**config.mk**
```make
export PLATFORM = sky130hd
export DESIGN_NAME = erxdfc_rx_dropped_frame_counter
export DESIGN_NICKNAME = d
export VERILOG_FILES = /design/src/rtl/erxdfc_pkg.sv /design/src/rtl/erxdfc_rx_dropped_frame_counter.sv /design/src/rtl/erxdfc_tally_reg.sv
export SDC_FILE = /design/constraint.sdc
export NUM_CORES = 1
export LEC_CHECK = 0
export BUFFER_PORTS_ARGS = -buffer_cell sky130_fd_sc_hd__buf_2
export CORE_AREA = 2 2 87 68
export DETAILED_ROUTE_END_ITERATION = 7
export DIE_AREA = 0 0 89 70
export PLACE_DENSITY = 0.83
export SETUP_SLACK_MARGIN = 0.1
export SLEW_MARGIN = 20
export SYNTH_ARGS = -nofsm -noshare
export SYNTH_HDL_FRONTEND = slang
export SYNTH_HIERARCHICAL = 1
export SYNTH_SLANG_ARGS = --single-unit
```
**constraint.sdc**
```tcl
create_clock -name mclk -period 8.8 [get_ports mclk]
set_input_delay 0.88 -clock mclk [delete_from_list [all_inputs] [get_ports mclk]]
set_output_delay 0.88 -clock mclk [all_outputs]
set_load 0.005 [all_outputs]
```
**src/rtl/erxdfc_pkg.sv**
```systemverilog
package erxdfc_pkg;
	localparam int ERXDFC_ADDR_W = 8;
	localparam int ERXDFC_DATA_W = 32;
	localparam int ERXDFC_TALLY_W = 16;
	// Register byte addresses.
	localparam logic [7:0] ERXDFC_TALLY_OFF = 8'h00;
	localparam logic [7:0] ERXDFC_TALLY_SET_OFF = 8'h04;
	localparam logic [7:0] ERXDFC_TALLY_CLR_OFF = 8'h08;
	localparam logic [7:0] ERXDFC_TALLY_INV_OFF = 8'h0C;
	localparam logic [7:0] ERXDFC_EVENT_OFF = 8'h10;
	localparam logic [15:0] ERXDFC_TALLY_RST = 16'h0000;
	localparam logic [15:0] ERXDFC_TALLY_ONE = 16'h0001;
	localparam int ERXDFC_OVR_BIT = 0;
	localparam logic [31:0] ERXDFC_ZERO32 = 32'h00000000;
	localparam logic [1:0] ERXDFC_LOW_BE = 2'h0;
	typedef enum logic [1:0] {ERXDFC_WR_PLAIN, ERXDFC_WR_SET, ERXDFC_WR_CLR, ERXDFC_WR_INV} erxdfc_wr_e;
endpackage

```
**src/rtl/erxdfc_rx_dropped_frame_counter.sv**
```systemverilog
`timescale 1ns/1ps
module erxdfc_rx_dropped_frame_counter
	import erxdfc_pkg::*;
(
	// Clock and reset
	input wire logic mclk,
	input wire logic srst,
	// Receive path events from filter and receive queue
	input wire logic rxFilterAccept,
	input wire logic rxQueueOverrunDrop,
	// Register port
	input wire logic [7:0] regAddr,
	input wire logic [31:0] regWdata,
	input wire logic [3:0] regBe,
	input wire logic regWr,
	input wire logic regRd,
	output logic [31:0] regRdata,
	// Flags
	output logic rxOverrunFlag,
	output logic [15:0] droppedFrameTally
);
	// Live tally inside the counter and the copy that leaves on the output port.
	logic [15:0] tally;
	logic [15:0] next_droppedFrameTally;

	// Address decode of the register port.
	logic tallyHit;
	logic setHit;
	logic clrHit;
	logic invHit;
	logic eventHit;
	logic tallyFamilyHit;
	logic lowLaneOn;

	// Qualified events.
	logic dropInc;
	logic readClear;
	logic swWrite;
	erxdfc_wr_e swKind;
	logic flagWrite;
	logic flagClear;
	// Next values of the registered outputs.
	logic next_rxOverrunFlag;
	logic [31:0] next_regRdata;

	// Only receive-side inputs feed the count; the block has no transmit input at all,
	// so transmit traffic cannot disturb the tally however busy it is.
	assign dropInc = rxFilterAccept & rxQueueOverrunDrop;

	always_comb
	begin
		tallyHit = 1'h0;
		setHit = 1'h0;
		clrHit = 1'h0;
		invHit = 1'h0;
		eventHit = 1'h0;
		unique case (regAddr)
			ERXDFC_TALLY_OFF:
			begin
				tallyHit = 1'h1;
			end
			ERXDFC_TALLY_SET_OFF:
			begin
				setHit = 1'h1;
			end
			ERXDFC_TALLY_CLR_OFF:
			begin
				clrHit = 1'h1;
			end
			ERXDFC_TALLY_INV_OFF:
			begin
				invHit = 1'h1;
			end
			ERXDFC_EVENT_OFF:
			begin
				eventHit = 1'h1;
			end
			default:
			begin
				tallyHit = 1'h0;
			end
		endcase
	end

	assign tallyFamilyHit = tallyHit | setHit | clrHit | invHit;
	assign lowLaneOn = (regBe[1:0] != ERXDFC_LOW_BE);
	// Only the plain address clears on read; the alias addresses read the tally without disturbing it,
	// which gives software a way to peek at the count.
	assign readClear = regRd & tallyHit & lowLaneOn;
	assign flagWrite = regWr & eventHit & regBe[ERXDFC_OVR_BIT / 8];
	assign flagClear = flagWrite & regWdata[ERXDFC_OVR_BIT];

	// Every alias shares the lane mask of the plain write.
	always_comb
	begin
		swWrite = 1'h0;
		swKind = ERXDFC_WR_PLAIN;
		if (regWr)
		begin
			if (tallyHit)
			begin
				swWrite = 1'h1;
				swKind = ERXDFC_WR_PLAIN;
			end
			else if (setHit)
			begin
				swWrite = 1'h1;
				swKind = ERXDFC_WR_SET;
			end
			else if (clrHit)
			begin
				swWrite = 1'h1;
				swKind = ERXDFC_WR_CLR;
			end
			else if (invHit)
			begin
				swWrite = 1'h1;
				swKind = ERXDFC_WR_INV;
			end
			else
			begin
				// Writes to the event register or to unmapped addresses leave the tally alone.
				swWrite = 1'h0;
			end
		end
	end

	// Only the low half of the write data reaches the tally, so writes to bits 31-16 are dropped.
	erxdfc_tally_reg u_tally (
		.mclk(mclk),
		.srst(srst),
		.dropInc(dropInc),
		.readClear(readClear),
		.swWrite(swWrite),
		.swKind(swKind),
		.swData(regWdata[ERXDFC_TALLY_W-1:0]),
		.swBe(regBe[1:0]),
		.tally(tally)
	);

	always_comb
	begin
		next_rxOverrunFlag = rxOverrunFlag;
		// Software clears the flag by writing a one. A drop in the same cycle wins,
		// because losing an overrun report is worse than seeing a stale one.
		if (flagClear)
		begin
			next_rxOverrunFlag = 1'h0;
		end
		if (dropInc)
		begin
			next_rxOverrunFlag = 1'h1;
		end
	end

	always_ff @(posedge mclk)
	begin
		if (srst)
		begin
			rxOverrunFlag <= 1'h0;
		end
		else
		begin
			rxOverrunFlag <= next_rxOverrunFlag;
		end
	end

	always_comb
	begin
		next_regRdata = ERXDFC_ZERO32;
		if (regRd)
		begin
			if (tallyFamilyHit)
			begin
				// The upper half is unimplemented and keeps its zero.
				next_regRdata[ERXDFC_TALLY_W-1:0] = tally;
			end
			if (eventHit)
			begin
				next_regRdata[ERXDFC_OVR_BIT] = rxOverrunFlag;
			end
		end
	end

	always_ff @(posedge mclk)
	begin
		if (srst)
		begin
			regRdata <= ERXDFC_ZERO32;
		end
		else
		begin
			regRdata <= next_regRdata;
		end
	end

	// The output copy trails the live tally by one cycle so that it comes straight from a flip-flop.
	always_comb
	begin
		next_droppedFrameTally = tally;
	end

	always_ff @(posedge mclk)
	begin
		if (srst)
		begin
			droppedFrameTally <= ERXDFC_TALLY_RST;
		end
		else
		begin
			droppedFrameTally <= next_droppedFrameTally;
		end
	end
endmodule // erxdfc_rx_dropped_frame_counter

```
**src/rtl/erxdfc_tally_reg.sv**
```systemverilog
`timescale 1ns/1ps
// Holds the tally word and computes its next value from drops and software writes.
module erxdfc_tally_reg
	import erxdfc_pkg::*;
(
	// Clock and reset
	input wire logic mclk,
	input wire logic srst,
	// Events
	input wire logic dropInc,
	input wire logic readClear,
	// Software write
	input wire logic swWrite,
	input wire erxdfc_wr_e swKind,
	input wire logic [15:0] swData,
	input wire logic [1:0] swBe,
	// Value
	output logic [15:0] tally
);
	logic [15:0] next_tally;
	logic [15:0] wrVal;
	logic [15:0] laneMask;

	always_comb
	begin
		laneMask = {{8{swBe[1]}}, {8{swBe[0]}}};
		unique case (swKind)
			ERXDFC_WR_PLAIN: wrVal = (tally & ~laneMask) | (swData & laneMask);
			ERXDFC_WR_SET: wrVal = tally | (swData & laneMask);
			ERXDFC_WR_CLR: wrVal = tally & ~(swData & laneMask);
			ERXDFC_WR_INV: wrVal = tally ^ (swData & laneMask);
		endcase
		next_tally = tally;
		if (readClear)
			next_tally = ERXDFC_TALLY_RST;
		if (swWrite)
			next_tally = wrVal;
		// A drop in the same cycle as a clear or write is added on top, so it is never lost.
		if (dropInc)
			next_tally = next_tally + ERXDFC_TALLY_ONE;
	end

	always_ff @(posedge mclk)
	begin
		if (srst)
			tally <= ERXDFC_TALLY_RST;
		else
			tally <= next_tally;
	end
endmodule // erxdfc_tally_reg

```
Yosys cells after proc, flatten, opt, wreduce, memory -nomap -nowiden

Cells that the tools add are included.

Add/subtract/negate cells: 1
Multipliers: 0
Divide/modulo/power cells: 0
Order comparisons: 0
Eq/ne operators: 7
Shift operators: 0
Multiplexer cells: 23
Bitwise logic cells: 19
Reduce and logical (&&, ||, !) cells: 6

Operator list:

| kind                  | count |
|---|---|
| $mux 16               | 4 |
| $pmux 16 s4           | 1 |
| $and 16x16->16        | 3 |
| $not 16->16           | 2 |
| $or 16x16->16         | 2 |
| $add 16x1->16 const B | 1 |
| $eq 8x4->1 const B    | 2 |
| $xor 16x16->16        | 1 |
| $mux 1                | 13 |
| $mux 2                | 5 |
| $eq 8x3->1 const B    | 1 |
| $eq 8x5->1 const B    | 1 |
| $logic_not 8->1       | 1 |
| $and 1x1->1           | 6 |
| $eq 2x2->1 const B    | 2 |
| $reduce_bool 2->1     | 2 |
| $or 1x1->1            | 3 |
| $reduce_or 3->1       | 1 |
| $eq 2x1->1 const B    | 1 |
| $logic_not 2->1       | 1 |
| $not 1->1             | 2 |
| $reduce_or 2->1       | 1 |

Register bits: 65
Latch bits: 0
Bits in writable memories: 0
Memory bits (read-only): 0
Bits of input ports: 50
Output and inout port bits: 49
Logic and storage cells: 62
Memories kept: 0

Longest topological paths before layout

Depth after elaboration: 12
Gate-level depth with buffers: 15
Depth with buffers taken out: 13

Cells and area by module

The synthesis kept the hierarchy.

By module, submodules not included:

| module                          | times used | cells an instance | area an instance (um2) | seq. area each (um2) |
|---|---|---|---|---|
| erxdfc_tally_reg                | 1          | 210               | 1,670.4                | 320.3 |
| erxdfc_rx_dropped_frame_counter | 1          | 101               | 1,139.8                | 660.6 |

Worst setup path after synthesis

OpenSTA, ideal clock, no wires.

Kind: input port to flip-flop
Start point: in regAddr[1]
End point: reg u_tally.tally[12]
Library setup time: 0.080 ns
Arrival: 3.582 ns
Required time: 8.720 ns
Setup slack: 5.138 ns
Cell stages on the path: 15
Buffers on the path: 2
Cell sequence: or4_4 > nor3_1 > and3_1 > buf_6 > buf_6 > nor2_1 > a211oi_2 > a221oi_1 > inv_1 > ha_1 > nand2_1 > nor2_1 > nand3_2 > o31ai_1 > nor3b_1

Cells in the longest elaborated chain, start to end: 12
Elaborated cells between the ends (all ways): 29

RTL lines:

| item                                     | RTL line                               | source |
|---|---|---|
| start: declaration                       | erxdfc_rx_dropped_frame_counter.sv:12  | `input wire logic [7:0] regAddr,` |
| $eq 8x4->1                               | erxdfc_rx_dropped_frame_counter.sv:57  | `unique case (regAddr)` |
| $mux 1                                   | erxdfc_rx_dropped_frame_counter.sv:57  |  |
| $mux 2                                   | erxdfc_rx_dropped_frame_counter.sv:115 | `else if (invHit)` |
| $mux 2                                   | erxdfc_rx_dropped_frame_counter.sv:110 | `else if (clrHit)` |
| $mux 2                                   | erxdfc_rx_dropped_frame_counter.sv:105 | `else if (setHit)` |
| $mux 2 (*)                               | erxdfc_rx_dropped_frame_counter.sv:100 | `if (tallyHit)` |
| $mux 2 (*)                               | erxdfc_rx_dropped_frame_counter.sv:98  | `if (regWr)` |
| via swKind[0]                            | erxdfc_rx_dropped_frame_counter.sv:39  | `erxdfc_wr_e swKind;` |
| $eq 2x2->1, or another cell as far along | erxdfc_tally_reg.sv:27                 | `unique case (swKind)` |
| $pmux 16 s4 (*)                          | erxdfc_tally_reg.sv:27                 |  |
| $mux 16 (*)                              | erxdfc_tally_reg.sv:36                 | `if (swWrite)` |
| $add 16x1->16                            | erxdfc_tally_reg.sv:40                 | `next_tally = next_tally + ERXDFC_TALLY_ONE;` |
| $mux 16 (*)                              | erxdfc_tally_reg.sv:39                 | `if (dropInc)` |
| end signal: assignment                   | erxdfc_tally_reg.sv:48                 | `tally <= next_tally;` |
| end: declaration                         | erxdfc_tally_reg.sv:18                 | `output logic [15:0] tally` |

Mark *: on every way through the listed nets, which the timed path passes. The rest lies on a longest branch.
A chain may end at the register's enable or synchronous reset.

Final worst setup path

Start point: in regAddr[1]
End point: reg u_tally.tally[12]

Elaborated cells between the ends (all ways): 29

RTL lines:

| item          | RTL line                               | source |
|---|---|---|
| $eq 8x4->1    | erxdfc_rx_dropped_frame_counter.sv:57  |  |
| $mux 1        | erxdfc_rx_dropped_frame_counter.sv:57  |  |
| $mux 1        | erxdfc_rx_dropped_frame_counter.sv:115 |  |
| $mux 1        | erxdfc_rx_dropped_frame_counter.sv:110 |  |
| $mux 1        | erxdfc_rx_dropped_frame_counter.sv:105 |  |
| $mux 1 (*)    | erxdfc_rx_dropped_frame_counter.sv:100 |  |
| $mux 1 (*)    | erxdfc_rx_dropped_frame_counter.sv:98  |  |
| via swWrite   | erxdfc_rx_dropped_frame_counter.sv:38  | `logic swWrite;` |
| $mux 16 (*)   | erxdfc_tally_reg.sv:36                 |  |
| $add 16x1->16 | erxdfc_tally_reg.sv:40                 |  |
| $mux 16 (*)   | erxdfc_tally_reg.sv:39                 |  |

Marks and branches as above.

==> impl_metrics.json <==
{
  "drive_gt1_frac": 0.263,
  "post_synth_instance_area_um2": 2810,
  "grt_use_total": 0.203,
  "rr_worst_depth": 10,
  "clock_sink_count": 49,
  "critPathKind": "in -> reg",
  "holdBufCountCts": 0,
  "post_synthesis_average_cell_area_um2": 9.04,
  "root_buffer": "sky130_fd_sc_hd__clkbuf_8",
  "critPathRequiredTime_ns": 9.04,
  "synth_xor_area_frac": 0.0343,
  "vias": 2403,
  "synth_adder_area_share": 0.0757,
  "drt_wl_total_um": 6080,
  "area_growth_syn_to_layout_pct": 13.0,
  "vdd.ir_drop.worst_v": 0.0000619,
  "insertion_delay_ns": 0.31,
  "power_frac_clock": 0.340,
  "ios": 99,
  "antenna_fix_cells": 0,
  "startpoint_type": "primary input",
  "place_congestion": 0.816,
  "clkTransAtPathRegs_ns": 0.10,
  "grt_max_degree": 35,
  "finish.net_count": 435,
  "tightestPinTransition_ns": 0.687,
  "grt.overflow.total": 0,
  "post-route-util": 0.575,
  "detail-route-antenna-nets": 0,
  "core-area_um2": 5530,
  "synth_top_family_by_area": "simple AND/OR/NAND/NOR gates",
  "compound_gate_portion_of_the_synthesized_area": 0.154,
  "netSwitchingPower_uw": 99.9,
  "detailedPlacementHpwl_um": 4430,
  "detailedRoute.firstPassIterationCount": 5,
  "cts_post_setup_buffers_inserted": 0,
  "worstHoldPathType": "reg -> reg",
  "max-clock-path-buffers": 2,
  "fp-row-count": 24,
  "cts_tree": "yes",
  "worst_setup_path_end_kind": "register",
  "slew_headroom": 0.542,
  "internal_power_uw": 294,
  "finalSetupViolations": 0,
  "cap_violations": 0,
  "chipWidth_um": 89,
  "ys_warn_count": 6,
  "port_buffers": 64,
  "final.setup_skew_ns": 0.0138,
  "total_power_uw": 394,
  "floorplan.die.height_um": 70,
  "hp-start": "rxOverrunFlag$_SDFFE_PP0P_",
  "drt_drc_violations_left": 0,
  "initial_antenna_violation_count": 0,
  "floorplan.die_area_um2": 6230,
  "unrepaired_setup_endpoints_after_global_routing": "false",
  "first_global_vias": 2202,
  "netlist-cell-type-count": 52,
  "r2r_end": "u_tally/tally[12]$_SDFF_PP0_",
  "n_fill_cell": 513,
  "synth-simple-area-share": 0.296,
  "timing.hold.worst_path_depth": 2,
  "worst-endpoint-arrival_ns": 4.38,
  "cts-resized-gates": 0,
  "drt-initial-drc-count": 252,
  "hold_path_sink": "rxOverrunFlag$_SDFFE_PP0P_",
  "layout_common_cells": "sky130_fd_sc_hd__buf_2 (64), sky130_fd_sc_hd__dfxtp_1 (49), sky130_fd_sc_hd__nor2_1 (29), sky130_fd_sc_hd__nand2_1 (22), sky130_fd_sc_hd__nor2b_1 (18)",
  "cts_made_buffers": 5,
  "vias_per_cell": 5.38,
  "instances_no_fill": 447,
  "postSynthRegisterBits": 49,
  "yosys-mux-area-fraction": 0.00356,
  "timing.critical_path.fanout_max": 15,
  "synthesis.instances": 311,
  "grt_pass1_wl_um": 10000,
  "clock_tree.htree_level_count": 2,
  "mostFrequentLayoutCell": "sky130_fd_sc_hd__buf_2",
  "outcome": "complete, no violations",
  "post-place-cells": 439,
  "pwr-share-seq": 0.570,
  "reg2reg_from": "u_tally/tally[1]$_SDFF_PP0_",
  "power.share.combinational": 0.089,
  "rrSetupSlack_ns": 6.33,
  "finalHoldWorstSlack_ns": 0.518,
  "finalHoldViolations": 0,
  "finalMaxSlewViolations": 0,
  "timing.final.crit_share": 0.471,
  "finalCriticalPeriod_ns": 4.14,
  "power_density_nw_per_um2": 124,
  "drt_wl_cell_um": 13.6,
  "finalSetupTns_ns": 0,
  "power_switching_share": 0.254,
  "leakagePower_nw": 1.39,
  "starting_density": 0.509,
  "max_freq_mhz": 241,
  "synth-seq-area-share": 0.349
}
## cell families after synthesis
| kind of cell | Yosys count |
|---|---|
| multiplexers | 1 |
| buffers and inverters | 37 |
| flip-flops | 49 |
| AO/OA/AOI/OAI | 57 |
| XOR/XNOR | 11 |
| adder cells (fa/ha/maj) | 17 |
| AND/OR/NAND/NOR | 138 |
| other | 1 |
## area by class of cell
| type | instances | area, um2 | area share |
|---|---|---|---|
| multi-input combinational | 240 | 1650 | 0.518 |
| sequential | 49 | 981 | 0.309 |
| timing repair buffer | 67 | 343 | 0.108 |
| tap | 78 | 97.6 | 0.0307 |
| clock buffer | 5 | 68.8 | 0.0217 |
| clock inverter | 3 | 21.3 | 0.00670 |
| inverter | 5 | 18.8 | 0.00591 |
## synth_stat cells, drive strengths merged
cell,count,share of area
a211o,1,0.0031
a31oi,2,0.0045
a21o,3,0.0080
nand3,2,0.0053
a32oi,5,0.016
mux2i,1,0.0036
nand4,3,0.0067
nor2b,18,0.040
o31ai,4,0.011
a221oi,4,0.012
inv,5,0.0067
buf,27,0.072
a22oi,4,0.011
a22o,2,0.0062
xor2,4,0.012
and2,26,0.063
a221o,6,0.021
and3,2,0.0045
nand4b,1,0.0031
nand2,22,0.029
clkbuf,5,0.0067
ha,17,0.076
a211oi,2,0.0071
xnor2,7,0.022
a21oi,12,0.023
nor3,6,0.011
o21a,1,0.0027
o2111a,1,0.0040
or4,1,0.0040
nor3b,4,0.012
o21ai,6,0.011
dfxtp,49,0.35
a311oi,4,0.015
nor4b,1,0.0085
nand3b,6,0.016
nand2b,11,0.030
nor4,6,0.024
nor2,29,0.039
conb,1,0.0013
## state kept, by name, indices dropped and copies added (netlist names)
register,cells
droppedFrameTally,16
regRdata,16
u_tally/tally,16
rxOverrunFlag,1
## layer usage
layer / vias up / global-route usage / wire (um)
li1: 1172 / - / -
met1: 1107 / 0.275 / 2840
met2: 113 / 0.315 / 2710
met3: 11 / 0.0426 / 430
met4: 0 / 0.0763 / 97
met5: - / 0 / 0
## power by group through the flow
stage	combinational [mW]	sequential [mW]	clock [mW]
2_1_floorplan	0.0265	0.229	0
3_3_place_gp	0.0333	0.230	0
3_5_place_dp	0.0348	0.230	0
4_1_cts	0.0349	0.225	0.137
5_1_grt	0.0400	0.225	0.149
6_report	0.0352	0.225	0.134
## through the flow
step | setup WS [ns] | cell area (um2)
2_1_floorplan | 5.14 | 2870
3_3_place_gp | 4.43 | 3090
3_5_place_dp | 4.43 | 3090
4_1_cts | 4.74 | 3180
5_1_grt | 4.38 | 3180
6_report | 4.66 | 3180
## worst max path at each step
stage          startpoint                           end  cells past startpoint
6_report       regAddr[1]  u_tally/tally[12]$_SDFF_PP0_                     13
5_1_grt        regAddr[1]  u_tally/tally[12]$_SDFF_PP0_                     13
4_1_cts        regAddr[1]  u_tally/tally[12]$_SDFF_PP0_                     13
3_5_place_dp   regAddr[1]  u_tally/tally[12]$_SDFF_PP0_                     13
3_3_place_gp   regAddr[1]  u_tally/tally[12]$_SDFF_PP0_                     13
2_1_floorplan  regAddr[1]  u_tally/tally[12]$_SDFF_PP0_                     15
## critical path, stage by stage
cell                       delay (ns)
sky130_fd_sc_hd__buf_2           0.09
sky130_fd_sc_hd__or4_4           0.57
sky130_fd_sc_hd__nor3_1          0.29
sky130_fd_sc_hd__and2_1          0.57
sky130_fd_sc_hd__nor2b_1         0.42
sky130_fd_sc_hd__a221oi_1        0.25
sky130_fd_sc_hd__inv_1           0.11
sky130_fd_sc_hd__ha_1            0.14
sky130_fd_sc_hd__nand2_1         0.08
sky130_fd_sc_hd__nor2_1          0.43
sky130_fd_sc_hd__nand3_2         0.17
sky130_fd_sc_hd__o31ai_1         0.21
sky130_fd_sc_hd__nor3b_1         0.18
No activity file was read; power rests on OpenSTA's default activity.
